==> config.mk <==
export PLATFORM = sky130hd
export DESIGN_NAME = ads_serial_port
export DESIGN_NICKNAME = d
export VERILOG_FILES = /design/src/rtl/ads_fifo.v /design/src/rtl/ads_serial_port.v
export VERILOG_INCLUDE_DIRS = /design/src /design/src/rtl
export SDC_FILE = /design/constraint.sdc
export NUM_CORES = 1
export LEC_CHECK = 0
export ABC_AREA = 1
export BUFFER_PORTS_ARGS = -buffer_cell sky130_fd_sc_hd__buf_2
export CORE_ASPECT_RATIO = 1.4
export CORE_MARGIN = 2
export CORE_UTILIZATION = 45
export DETAILED_ROUTE_END_ITERATION = 7
export GPL_TIMING_DRIVEN = 0
export PLACE_DENSITY = 0.58
export SETUP_SLACK_MARGIN = 0.5
export SYNTH_ARGS = -nofsm -noshare
export SYNTH_HDL_FRONTEND = slang
export SYNTH_SLANG_ARGS = --single-unit
==> constraint.sdc <==
create_clock -name clk -period 2.9 [get_ports clk]
set_input_delay 0.145 -clock clk [delete_from_list [all_inputs] [get_ports clk]]
set_output_delay 0.145 -clock clk [all_outputs]
set_load 0.1 [all_outputs]
==> src/rtl/ads_defines.vh <==
// constants for the converter serial pin logic
`ifndef ADS_DEFINES_VH
`define ADS_DEFINES_VH
`define ADS_CMD_BITS 8
`define ADS_LEN_8 2'd0
`define ADS_LEN_16 2'd1
`define ADS_LEN_24 2'd2
`define ADS_DAC_FULL 12'hFFF
`define ADS_DAC_ZERO 12'h000
`define ADS_CMD_DAC_NIB 4'h1
`define ADS_CMD_CKMODE_NIB 4'h2
`define ADS_CMD_READ_NIB 4'h3
`define ADS_CKMODE_RISE 2'b11
`define ADS_FIFO_DEPTH 4
`define ADS_FIFO_WIDTH 16
`endif

==> src/rtl/ads_fifo.v <==
// small valid/ready fifo for result words
`timescale 1ns/100ps
module ads_fifo #(
  parameter WIDTH = 16,
  parameter DEPTH = 4,
  parameter AW = 2
) (
  // system
  input wire clk,
  input wire arst_n,
  // fill side
  input wire inValid,
  output wire inReady,
  input wire [WIDTH-1:0] inData,
  // drain side
  output wire outValid,
  input wire outReady,
  output wire [WIDTH-1:0] outData
);
  reg [WIDTH-1:0] mem [0:DEPTH-1];
  reg [AW-1:0] wrPtr_reg;
  reg [AW-1:0] rdPtr_reg;
  reg [AW:0] count_reg;
  wire doWrite;
  wire doRead;

  assign inReady = (count_reg != DEPTH[AW:0]);
  assign outValid = (count_reg != {(AW+1){1'b0}});
  assign outData = mem[rdPtr_reg];
  assign doWrite = inValid && inReady;
  assign doRead = outValid && outReady;

  always @(posedge clk) begin
    if (doWrite) begin
      mem[wrPtr_reg] <= inData;
    end
  end

  always @(posedge clk or negedge arst_n) begin
    if (!arst_n) begin
      wrPtr_reg <= {AW{1'b0}};
      rdPtr_reg <= {AW{1'b0}};
      count_reg <= {(AW+1){1'b0}};
    end else begin
      if (doWrite) begin
        wrPtr_reg <= (wrPtr_reg == DEPTH[AW-1:0] - 1'b1) ? {AW{1'b0}} : wrPtr_reg + 1'b1;
      end
      if (doRead) begin
        rdPtr_reg <= (rdPtr_reg == DEPTH[AW-1:0] - 1'b1) ? {AW{1'b0}} : rdPtr_reg + 1'b1;
      end
      if (doWrite && !doRead) begin
        count_reg <= count_reg + 1'b1;
      end else if (doRead && !doWrite) begin
        count_reg <= count_reg - 1'b1;
      end
    end
  end
endmodule

==> src/rtl/ads_serial_port.v <==
// serial port, conversion-done and dac load logic of the converter
// Behaviour
// - conversion-done output goes low when a result is ready and data is valid after it falls.
// - in clock modes 00, 01 and 10 each output bit is launched on the serial clock falling edge.
// - in clock mode 11 each output bit is launched on the serial clock rising edge.
// - the serial output is high impedance while chip-select is high.
// - the serial input is captured on each serial clock falling edge up to the last bit of the length set by the command byte.
// - serial clock and input are acted on only while chip-select is low.
// - while the load input is low the dac outputs follow the input registers directly.
// - reset clears each dac input register to 000h; for three clocks after release it loads FFFh if the power-up select is high, else 000h.
// - chip-select high returns the port to idle and drops a partial transfer.
// - the command byte sets a transfer length of 8, 16 or 24 bits and its target.
`timescale 1ns/100ps
`include "ads_defines.vh"
module ads_serial_port #(
  parameter DAC_W = 12,
  parameter NDAC = 4
) (
  // system
  input wire clk,
  input wire arst_n,
  // serial pins
  input wire csN,
  input wire sclk,
  input wire din,
  output reg dout,
  output wire doutOeN,
  output reg eocN,
  // dac controls
  input wire dac_load_n,
  input wire dac_powerup_select,
  output wire [NDAC*DAC_W-1:0] dacOut,
  // conversion results from the converter core
  input wire resultValid,
  output wire resultReady,
  input wire [`ADS_FIFO_WIDTH-1:0] resultData,
  // current clock mode
  output reg [1:0] clockMode
);
  ////////////////////////////////////////////////////////////////////////////
  // pin synchronisers
  reg [1:0] csSync_reg;
  reg [1:0] sclkSync_reg;
  reg [1:0] dinSync_reg;
  reg [1:0] loadSync_reg;
  reg [1:0] selSync_reg;
  reg sclkPrev_reg;
  reg started_reg;
  wire csLow;
  wire sclkFall;
  wire sclkRise;
  wire dinS;
  wire loadLow;

  always @(posedge clk or negedge arst_n) begin
    if (!arst_n) begin
      csSync_reg <= 2'b11;
      sclkSync_reg <= 2'b00;
      dinSync_reg <= 2'b00;
      loadSync_reg <= 2'b11;
      selSync_reg <= 2'b00;
      sclkPrev_reg <= 1'b0;
    end else begin
      csSync_reg <= {csSync_reg[0], csN};
      sclkSync_reg <= {sclkSync_reg[0], sclk};
      dinSync_reg <= {dinSync_reg[0], din};
      loadSync_reg <= {loadSync_reg[0], dac_load_n};
      selSync_reg <= {selSync_reg[0], dac_powerup_select};
      sclkPrev_reg <= sclkSync_reg[1];
    end
  end

  assign csLow = !csSync_reg[1];
  // edges show three clocks after the pin, so each sclk phase needs three clocks
  assign sclkFall = csLow && sclkPrev_reg && !sclkSync_reg[1];
  assign sclkRise = csLow && !sclkPrev_reg && sclkSync_reg[1];
  assign dinS = dinSync_reg[1];
  assign loadLow = !loadSync_reg[1];

  ////////////////////////////////////////////////////////////////////////////
  // command decode
  function [1:0] cmdLength;
    input [7:0] cmd;
    begin
      case (cmd[7:4])
        `ADS_CMD_DAC_NIB: cmdLength = `ADS_LEN_24;
        `ADS_CMD_READ_NIB: cmdLength = `ADS_LEN_16;
        default: cmdLength = `ADS_LEN_8;
      endcase
    end
  endfunction

  // command class tests shared by the shifter and the read pop logic
  function isDacCmd;
    input [7:0] cmd;
    begin
      isDacCmd = (cmd[7:4] == `ADS_CMD_DAC_NIB);
    end
  endfunction

  function isModeCmd;
    input [7:0] cmd;
    begin
      isModeCmd = (cmd[7:4] == `ADS_CMD_CKMODE_NIB);
    end
  endfunction

  function isReadCmd;
    input [7:0] cmd;
    begin
      isReadCmd = (cmd[7:4] == `ADS_CMD_READ_NIB);
    end
  endfunction

  ////////////////////////////////////////////////////////////////////////////
  // receive shifter
  localparam ST_IDLE = 2'd0;
  localparam ST_CMD = 2'd1;
  localparam ST_DATA = 2'd2;
  localparam ST_DONE = 2'd3;

  reg [1:0] state_reg;
  reg [4:0] bitCnt_reg;
  reg [23:0] shift_reg;
  reg [7:0] cmd_reg;
  reg [1:0] len_reg;
  reg [1:0] modeLatch_reg;
  reg [`ADS_FIFO_WIDTH-1:0] txShift_reg;
  reg [4:0] lastBit;
  wire [23:0] shiftNext;
  wire fifoValid;
  wire [`ADS_FIFO_WIDTH-1:0] fifoData;
  wire fifoPop;
  wire launchEdge;
  reg dacWrite_reg;
  reg [1:0] dacSel_reg;
  reg [DAC_W-1:0] dacWord_reg;

  assign shiftNext = {shift_reg[22:0], dinS};

  always @* begin
    case (len_reg)
      `ADS_LEN_24: lastBit = 5'd23;
      `ADS_LEN_16: lastBit = 5'd15;
      default: lastBit = 5'd7;
    endcase
  end

  // launch edge picked from the mode latched at transfer start
  assign launchEdge = (modeLatch_reg == `ADS_CKMODE_RISE) ? sclkRise : sclkFall;
  // a read pops its word on the ninth falling edge, bits leave on later launch edges
  assign fifoPop = (state_reg == ST_DATA) && isReadCmd(cmd_reg)
    && bitCnt_reg == 5'd8 && sclkFall;

  always @(posedge clk or negedge arst_n) begin
    if (!arst_n) begin
      state_reg <= ST_IDLE;
      bitCnt_reg <= 5'd0;
      shift_reg <= 24'h000000;
      cmd_reg <= 8'h00;
      len_reg <= `ADS_LEN_8;
      modeLatch_reg <= 2'b00;
      clockMode <= 2'b00;
      txShift_reg <= {`ADS_FIFO_WIDTH{1'b0}};
      dout <= 1'b0;
      dacWrite_reg <= 1'b0;
      dacSel_reg <= 2'b00;
      dacWord_reg <= {DAC_W{1'b0}};
      started_reg <= 1'b0;
    end else begin
      dacWrite_reg <= 1'b0;
      if (!csLow) begin
        state_reg <= ST_IDLE;
        bitCnt_reg <= 5'd0;
        started_reg <= 1'b0;
      end else begin
        if (state_reg == ST_IDLE) begin
          state_reg <= ST_CMD;
          modeLatch_reg <= clockMode;
          len_reg <= `ADS_LEN_8;
        end
        if (sclkFall && state_reg != ST_DONE && state_reg != ST_IDLE) begin
          shift_reg <= shiftNext;
          bitCnt_reg <= bitCnt_reg + 5'd1;
          case (state_reg)
            ST_CMD: begin
              if (bitCnt_reg == 5'd7) begin
                cmd_reg <= shiftNext[7:0];
                len_reg <= cmdLength(shiftNext[7:0]);
                if (cmdLength(shiftNext[7:0]) == `ADS_LEN_8) begin
                  state_reg <= ST_DONE;
                  // new mode is latched at the start of the next transfer
                  if (isModeCmd(shiftNext[7:0])) begin
                    clockMode <= shiftNext[1:0];
                  end
                end else begin
                  state_reg <= ST_DATA;
                end
              end
            end
            ST_DATA: begin
              // a dac write commits only once the whole frame has arrived
              if (bitCnt_reg == lastBit) begin
                state_reg <= ST_DONE;
                if (isDacCmd(cmd_reg)) begin
                  dacWrite_reg <= 1'b1;
                  dacSel_reg <= cmd_reg[1:0];
                  dacWord_reg <= shiftNext[15:4];
                end
              end
            end
            default: state_reg <= state_reg;
          endcase
        end
        if (fifoPop) begin
          txShift_reg <= fifoValid ? fifoData : {`ADS_FIFO_WIDTH{1'b0}};
        end else if (launchEdge && started_reg) begin
          dout <= txShift_reg[`ADS_FIFO_WIDTH-1];
          txShift_reg <= {txShift_reg[`ADS_FIFO_WIDTH-2:0], 1'b0};
        end
        // nothing leaves dout until a read has loaded the shifter
        if (fifoPop) begin
          started_reg <= 1'b1;
        end
      end
    end
  end

  // enable trails the select pin by the synchroniser delay
  assign doutOeN = !csLow;

  ////////////////////////////////////////////////////////////////////////////
  // result buffer and conversion-done
  ads_fifo #(
    .WIDTH(`ADS_FIFO_WIDTH),
    .DEPTH(`ADS_FIFO_DEPTH),
    .AW(2)
  ) resultFifo (
    .clk(clk),
    .arst_n(arst_n),
    .inValid(resultValid),
    .inReady(resultReady),
    .inData(resultData),
    .outValid(fifoValid),
    .outReady(fifoPop),
    .outData(fifoData)
  );

  always @(posedge clk or negedge arst_n) begin
    if (!arst_n) begin
      eocN <= 1'b1;
    end else begin
      // low while a result waits in the buffer
      eocN <= !fifoValid;
    end
  end

  ////////////////////////////////////////////////////////////////////////////
  // dac input and output registers
  // the strap is copied for three clocks, so the last copy sees the synchronised pin level
  reg [1:0] initCnt_reg;
  wire initDone;
  genvar g;

  assign initDone = (initCnt_reg == 2'b11);
  generate
    for (g = 0; g < NDAC; g = g + 1) begin : dacCh
      reg [DAC_W-1:0] inReg_reg;
      reg [DAC_W-1:0] outReg_reg;
      always @(posedge clk or negedge arst_n) begin
        if (!arst_n) begin
          inReg_reg <= `ADS_DAC_ZERO;
          outReg_reg <= `ADS_DAC_ZERO;
        end else if (!initDone) begin
          // strap copied for three clocks after reset release
          inReg_reg <= selSync_reg[1] ? `ADS_DAC_FULL : `ADS_DAC_ZERO;
          outReg_reg <= selSync_reg[1] ? `ADS_DAC_FULL : `ADS_DAC_ZERO;
        end else begin
          if (dacWrite_reg && dacSel_reg == g) begin
            inReg_reg <= dacWord_reg;
          end
          // output register tracks the input register while load is low
          if (loadLow) begin
            outReg_reg <= inReg_reg;
          end
        end
      end
      // transparent while load is low
      assign dacOut[g*DAC_W +: DAC_W] = loadLow ? inReg_reg : outReg_reg;
    end
  endgenerate

  always @(posedge clk or negedge arst_n) begin
    if (!arst_n) begin
      initCnt_reg <= 2'b00;
    end else if (!initDone) begin
      initCnt_reg <= initCnt_reg + 2'b01;
    end
  end
endmodule

**Word-level counts from Yosys, hierarchy flattened**

Memories as Yosys holds them, arrays and structs flattened.
Cells that the tools add are included.

- Muxes and demuxes: 53
- Add/sub/neg operators: 6
- Bitwise logic cells: 2
- Reduce and logical (&&, ||, !) cells: 40
- Eq/ne operators: 26

Operators by type and width:

| operator | number |
|---|---|
| $mux W12 | 17 |
| $mux W16 | 3 |
| $mux W2 | 15 |
| $logic_and A1 B1 Y1 | 18 |
| $eq A2 B2 Y1 const B | 8 |
| $eq A4 B2 Y1 const B | 3 |
| $mux W1 | 11 |
| $mux W5 | 2 |
| $pmux W5 S2 | 1 |
| $reduce_bool A2 Y1 | 5 |
| $eq A4 B1 Y1 const B | 2 |
| $ne A2 B1 Y1 const B | 4 |
| $pmux W2 S2 | 2 |
| $add A2 B1 Y2 const B | 3 |
| $eq A2 B1 Y1 const B | 3 |
| $logic_not A1 Y1 | 6 |
| $logic_not A2 Y1 | 3 |
| $mux W3 | 2 |
| $reduce_and A2 Y1 | 3 |
| $reduce_and A6 Y1 | 1 |
| $add A5 B1 Y5 const B | 1 |
| $eq A5 B3 Y1 const B | 1 |
| $eq A5 B4 Y1 const B | 1 |
| $eq A5 B5 Y1 | 1 |
| 10 further kinds | 11 |

- Bits in registers: 186
- Input bits: 24
- Memories: 1
- Output and inout bits: 54
- Memory bits (writable): 64

Memories:

| name | words | width | rd ports | clocked after Yosys merged registers in | wr ports | RTL line | source |
|---|---|---|---|---|---|---|---|
| resultFifo.mem | 4 | 16 | 1 | 0 | 1 | ads_fifo.v:20 | `reg [WIDTH-1:0] mem [0:DEPTH-1];` |

**Logic depth before layout (Yosys ltp)**

- Depth in word-level cells: 13
- Depth in mapped cells: 13

**Modules after synthesis**

Synthesis repeated with hierarchy kept, for this count alone.

- Cell total of the unflattened synthesis: 1,157
- Area, all modules: 10,931.7 µm²

Modules (own cells, without submodules):

| module | instances | area an instance (µm²) | sequential area each (µm²) | cells each |
|---|---|---|---|---|
| ads_serial_port | 1 | 7,691.1 | 4,435.5 | 912 |
| ads_fifo | 1 | 3,240.6 | 2,097.0 | 245 |

**Worst setup path before layout**

No wires, ideal clock.

- Path kind: register to register
- Start: register loadSync_reg[1]
- End: register dacCh[0].outReg_reg[7]
- Stages on the path, launching flop included: 5
- Required time: 2,825 ps
- Setup time: 75 ps
- Setup slack: -129 ps
- Path buffers: 1
- Arrival time: 2,953 ps
- Path through: dfstp_2 > clkbuf_1 > o21ai_0 > nand2_1 > nand2_1

- Cells in the longest elaborated chain, start to end: 2

RTL lines:

| element | RTL line | source |
|---|---|---|
| from (decl) | ads_serial_port.v:45 | `reg [1:0] loadSync_reg;` |
| from (signal assigned) | ads_serial_port.v:67 | `loadSync_reg <= {loadSync_reg[0], dac_load_n};` |
| $mux W12 | -- |  |
| named net dacOut[7] | ads_serial_port.v:32 | `output wire [NDAC*DAC_W-1:0] dacOut,` |
| $mux W12 | -- |  |
| to (signal assigned) | ads_serial_port.v:273 | `` outReg_reg <= `ADS_DAC_ZERO; `` |
| to (signal assigned) | ads_serial_port.v:277 | `` outReg_reg <= selSync_reg[1] ? `ADS_DAC_FULL : `ADS_DAC_ZERO; `` |
| to (signal assigned) | ads_serial_port.v:284 | `outReg_reg <= inReg_reg;` |
| to (decl) | ads_serial_port.v:269 | `reg [DAC_W-1:0] outReg_reg;` |

The timed path passes the listed nets, and every way through them passes these cells.
A chain may end at the register's enable or synchronous reset.

**Final worst setup path**

- Start: register loadSync_reg[1]
- End: output port dacOut[46]

- Cells in the longest elaborated chain, start to end: 1

RTL lines:

| element | RTL line | source |
|---|---|---|
| $mux W12 | ads_serial_port.v:289 | `assign dacOut[g*DAC_W +: DAC_W] = loadLow ? inReg_reg : outReg_reg;` |
| to (decl) | ads_serial_port.v:32 |  |

Every way passes these cells.

==> impl_metrics.env <==
export IMPL_synth_seq_cells=248
export IMPL_grt_antenna_before_repair=0
export IMPL_detailroute_wirelength_met3_um=844
export IMPL_most_area_consuming_cells_after_synthesis="sky130_fd_sc_hd__dfrtp_1, sky130_fd_sc_hd__edfxtp_1, sky130_fd_sc_hd__nand2_1, sky130_fd_sc_hd__inv_1, sky130_fd_sc_hd__nand3_1"
export IMPL_post_synth_num_cell_types=37
export IMPL_vias=7907
export IMPL_placement_io_buffers=77
export IMPL_dr_first_iter_drc_count=458
export IMPL_met2_wirelength_um=13000
export IMPL_area_growth_from_synthesis_to_layout_pct=19.9
export IMPL_avgViaCountPerCell=4.86
export IMPL_fraction_of_the_core_area_covered_by_cells_at_the_end_of_the_flow=0.550
export IMPL_cts_max_level=1
export IMPL_detail_route_wl_per_cell_um=15.1
export IMPL_layoutNonFillerInstCount=1628
export IMPL_initial_core_util=0.459
export IMPL_period_share=0.796
export IMPL_place_congestion=0.851
export IMPL_cts_reportedPaths_clkPinSlew_ps=70
export IMPL_synth_cell_area_um2=10700
export IMPL_post_synth_inst_count=1172
export IMPL_routedLengthMet1_um=10200
export IMPL_detailedRoute_firstPassIterationCount=7
export IMPL_number_of_flip_flops_in_the_largest_register=64
export IMPL_clock_skew_ps=10.3
export IMPL_cts_sinks=248
export IMPL_pin_count_of_the_biggest_net_entering_global_routing=118
export IMPL_synth_net_count=1206
export IMPL_maxCapViolCount=0
export IMPL_groute_usage_overall=0.202
export IMPL_fmaxAchievable_ghz=0.433
export IMPL_grt_overflow_total=0
export IMPL_timing_max_transition_violations_final=0
export IMPL_yosys_warnings=0
export IMPL_peakVddDrop_mv=0.547
export IMPL_headroom_to_the_max_slew_limit=0.551
export IMPL_seq_area_frac_synth=0.612
export IMPL_most_frequently_used_flop_master_after_synthesis="sky130_fd_sc_hd__dfrtp_1"
export IMPL_die_h_um=186
export IMPL_clock_tree_from_tritoncts="built"
export IMPL_top_signal_layer_used="met4"
export IMPL_setup_ws_ps=592
export IMPL_synth_xor_area_share=0.00246
export IMPL_vias_in_the_first_global_route=7850
export IMPL_final_min_clock_period_ps=2310
export IMPL_dominant_combinational_cell_family_by_area_after_synthesis="simple AND/OR/NAND/NOR gates"
export IMPL_post_place_ws_ps=493
export IMPL_core_rowCount=66
export IMPL_setup_repair_after_global_routing_missed_its_margin="yes"
export IMPL_yosysTopAreaCellShare=0.419
export IMPL_clock_insertion_delay_worst_skew_ps=510
export IMPL_largest_driver_fanout_on_the_critical_path=10
export IMPL_cts_path_max_buffers=3
export IMPL_core_um2=23300
export IMPL_finalHoldViolCount=0
export IMPL_muxShareOfSynthArea=0.00211
export IMPL_worst_slew_pin_slew_ps=674
export IMPL_detail_route_wirelength_um=24600
export IMPL_stdcell_area_um2=12800
export IMPL_tritoncts_num_buffers=25
export IMPL_crit_path_end_kind="primary output"
export IMPL_synth_enable_flop_cells=64
export IMPL_most_common_layout_cells="sky130_fd_sc_hd__nand2_1, sky130_fd_sc_hd__dfrtp_1, sky130_fd_sc_hd__inv_1, sky130_fd_sc_hd__nand3_1, sky130_fd_sc_hd__edfxtp_1"
export IMPL_pwr_density_cell_nw_per_um2=683
export IMPL_fin_nets=1338
export IMPL_crit_path_start_kind="register"
export IMPL_place_area_um2=11600
export IMPL_synth_simple_area_share=0.211
export IMPL_setup_viol=0
export IMPL_die_w_um=134
export IMPL_worstPathRequired_ps=2760
export IMPL_die_area_um2=25000
export IMPL_post_synth_fa_ha_maj_area_fraction=0.0124
export IMPL_hold_class="primary input to register"
export IMPL_diodes=0
export IMPL_post_dp_hpwl_um=17000
export IMPL_grt_pass1_wl_um=40600
export IMPL_criticalPathCategory="register to primary output"
export IMPL_compound_gate_portion_of_the_synthesized_area=0.0789
export IMPL_floorplan_io_pins=78
export IMPL_crit_path_arrival_time_ps=2160
export IMPL_timing_hold_ws_ps=171
export IMPL_drc_errors=0
export IMPL_post_synthesis_area_per_instance_um2=9.11
export IMPL_layout_cell_share_with_drive_strength_beyond_1=0.144
export IMPL_layout_commonest_cell="sky130_fd_sc_hd__nand2_1"
export IMPL_final_antenna_net_count=0
export IMPL_synth_async_reset_ratio=0.742
export IMPL_clk_root_buffer_cell="sky130_fd_sc_hd__clkbuf_16"
export IMPL_p_leak_nw=6.39
export IMPL_status="finished clean"
export IMPL_synth_top_area_cell="sky130_fd_sc_hd__dfrtp_1"
export IMPL_post_place_cells=1560
## cell usage after synthesis (all sizes together) (2+ instances only)
| cell type | instances |
|---|---|
| xnor2 | 2 |
| mux2 | 2 |
| buf | 33 |
| nand3b | 2 |
| a21oi | 4 |
| edfxtp | 64 |
| nor3 | 3 |
| dfstp | 5 |
| nor2 | 70 |
| inv | 157 |
| o21ai | 97 |
| nand4 | 3 |
| nand2 | 381 |
| nand3 | 84 |
| clkbuf | 24 |
| ha | 9 |
| a31oi | 48 |
| dfrtp | 179 |
## path summary, 6_finish.rpt
kind | from | endpoint | slack, ps | cells past startpoint
max reg2reg | bitCnt_reg[0] | resultFifo.count_reg[1] | 660 | 12
min reg2reg | dinSync_reg[0] | dinSync_reg[1] | 350 | 0
max | loadSync_reg[1] | dacOut[46] | 590 | 5
min in group asynchronous | arst_n | dacCh[0].inReg_reg[11] | 180 | 2
max in group asynchronous | arst_n | clockMode[0] | 1720 | 3
min | resultValid | resultFifo.wrPtr_reg[1] | 170 | 4
## logic make-up (layout without fill, tap and decap cells)
| family | after synthesis | count (layout) |
|---|---|---|
| buffers and inverters | 215 | 365 |
| flip-flops | 248 | 248 |
| multiplexers | 2 | 2 |
| adder cells (fa/ha/maj) | 10 | 10 |
| AO/OA/AOI/OAI | 151 | 151 |
| AND/OR/NAND/NOR | 543 | 543 |
| XOR/XNOR | 3 | 3 |
## repair_timing
action / 4_1_cts / 5_1_grt
hold endpoints to repair: 136 / 0
resized for setup: 51 / 16
hold buffers: 22 / 0
setup buffers: 0 / 1
pin swaps: 0 / 1
setup endpoints to repair: 46 / 39
## where the power goes
| group | leakage (nW) | internal [mW] | total (mW) | switching (mW) |
|---|---|---|---|---|
| sequential | 2.90 | 3.94 | 4.06 | 0.121 |
| combinational | 3.08 | 0.384 | 1.50 | 1.11 |
| clock | 0.415 | 1.87 | 3.18 | 1.31 |
## metal layers
layer / vias to the layer above / GRT usage
met1: 3737 / 0.249
met3: 39 / 0.0250
met2: 138 / 0.369
met5: - / 0
li1: 3993 / -
met4: 0 / 0.0587
## cell type report
class | instances | area [um2]
Clock inverter | 6 | 36.3
Clock buffer | 39 | 790
Inverter | 158 | 598
Sequential cell | 248 | 6540
Buffer | 57 | 279
Multi-Input combinational cell | 709 | 3310
Fill cell | 2173 | 10500
Tap cell | 306 | 383
Timing Repair Buffer | 105 | 875
## stage by stage
stage,power (mW),setup TNS (ps)
3_3_place_gp,5.48,-261850
6_report,8.74,0
4_1_cts,8.84,0
2_1_floorplan,5.16,-1280
3_5_place_dp,5.57,0
5_1_grt,9.15,0
## critical path, cell delays in order (launching register included)
cell and delay (ps):
sky130_fd_sc_hd__dfstp_2 600, sky130_fd_sc_hd__clkbuf_4 240, sky130_fd_sc_hd__buf_4 210, sky130_fd_sc_hd__nand2_1 60
sky130_fd_sc_hd__o21ai_0 190, sky130_fd_sc_hd__clkbuf_8 340
Power figures use the tool's default switching activity.
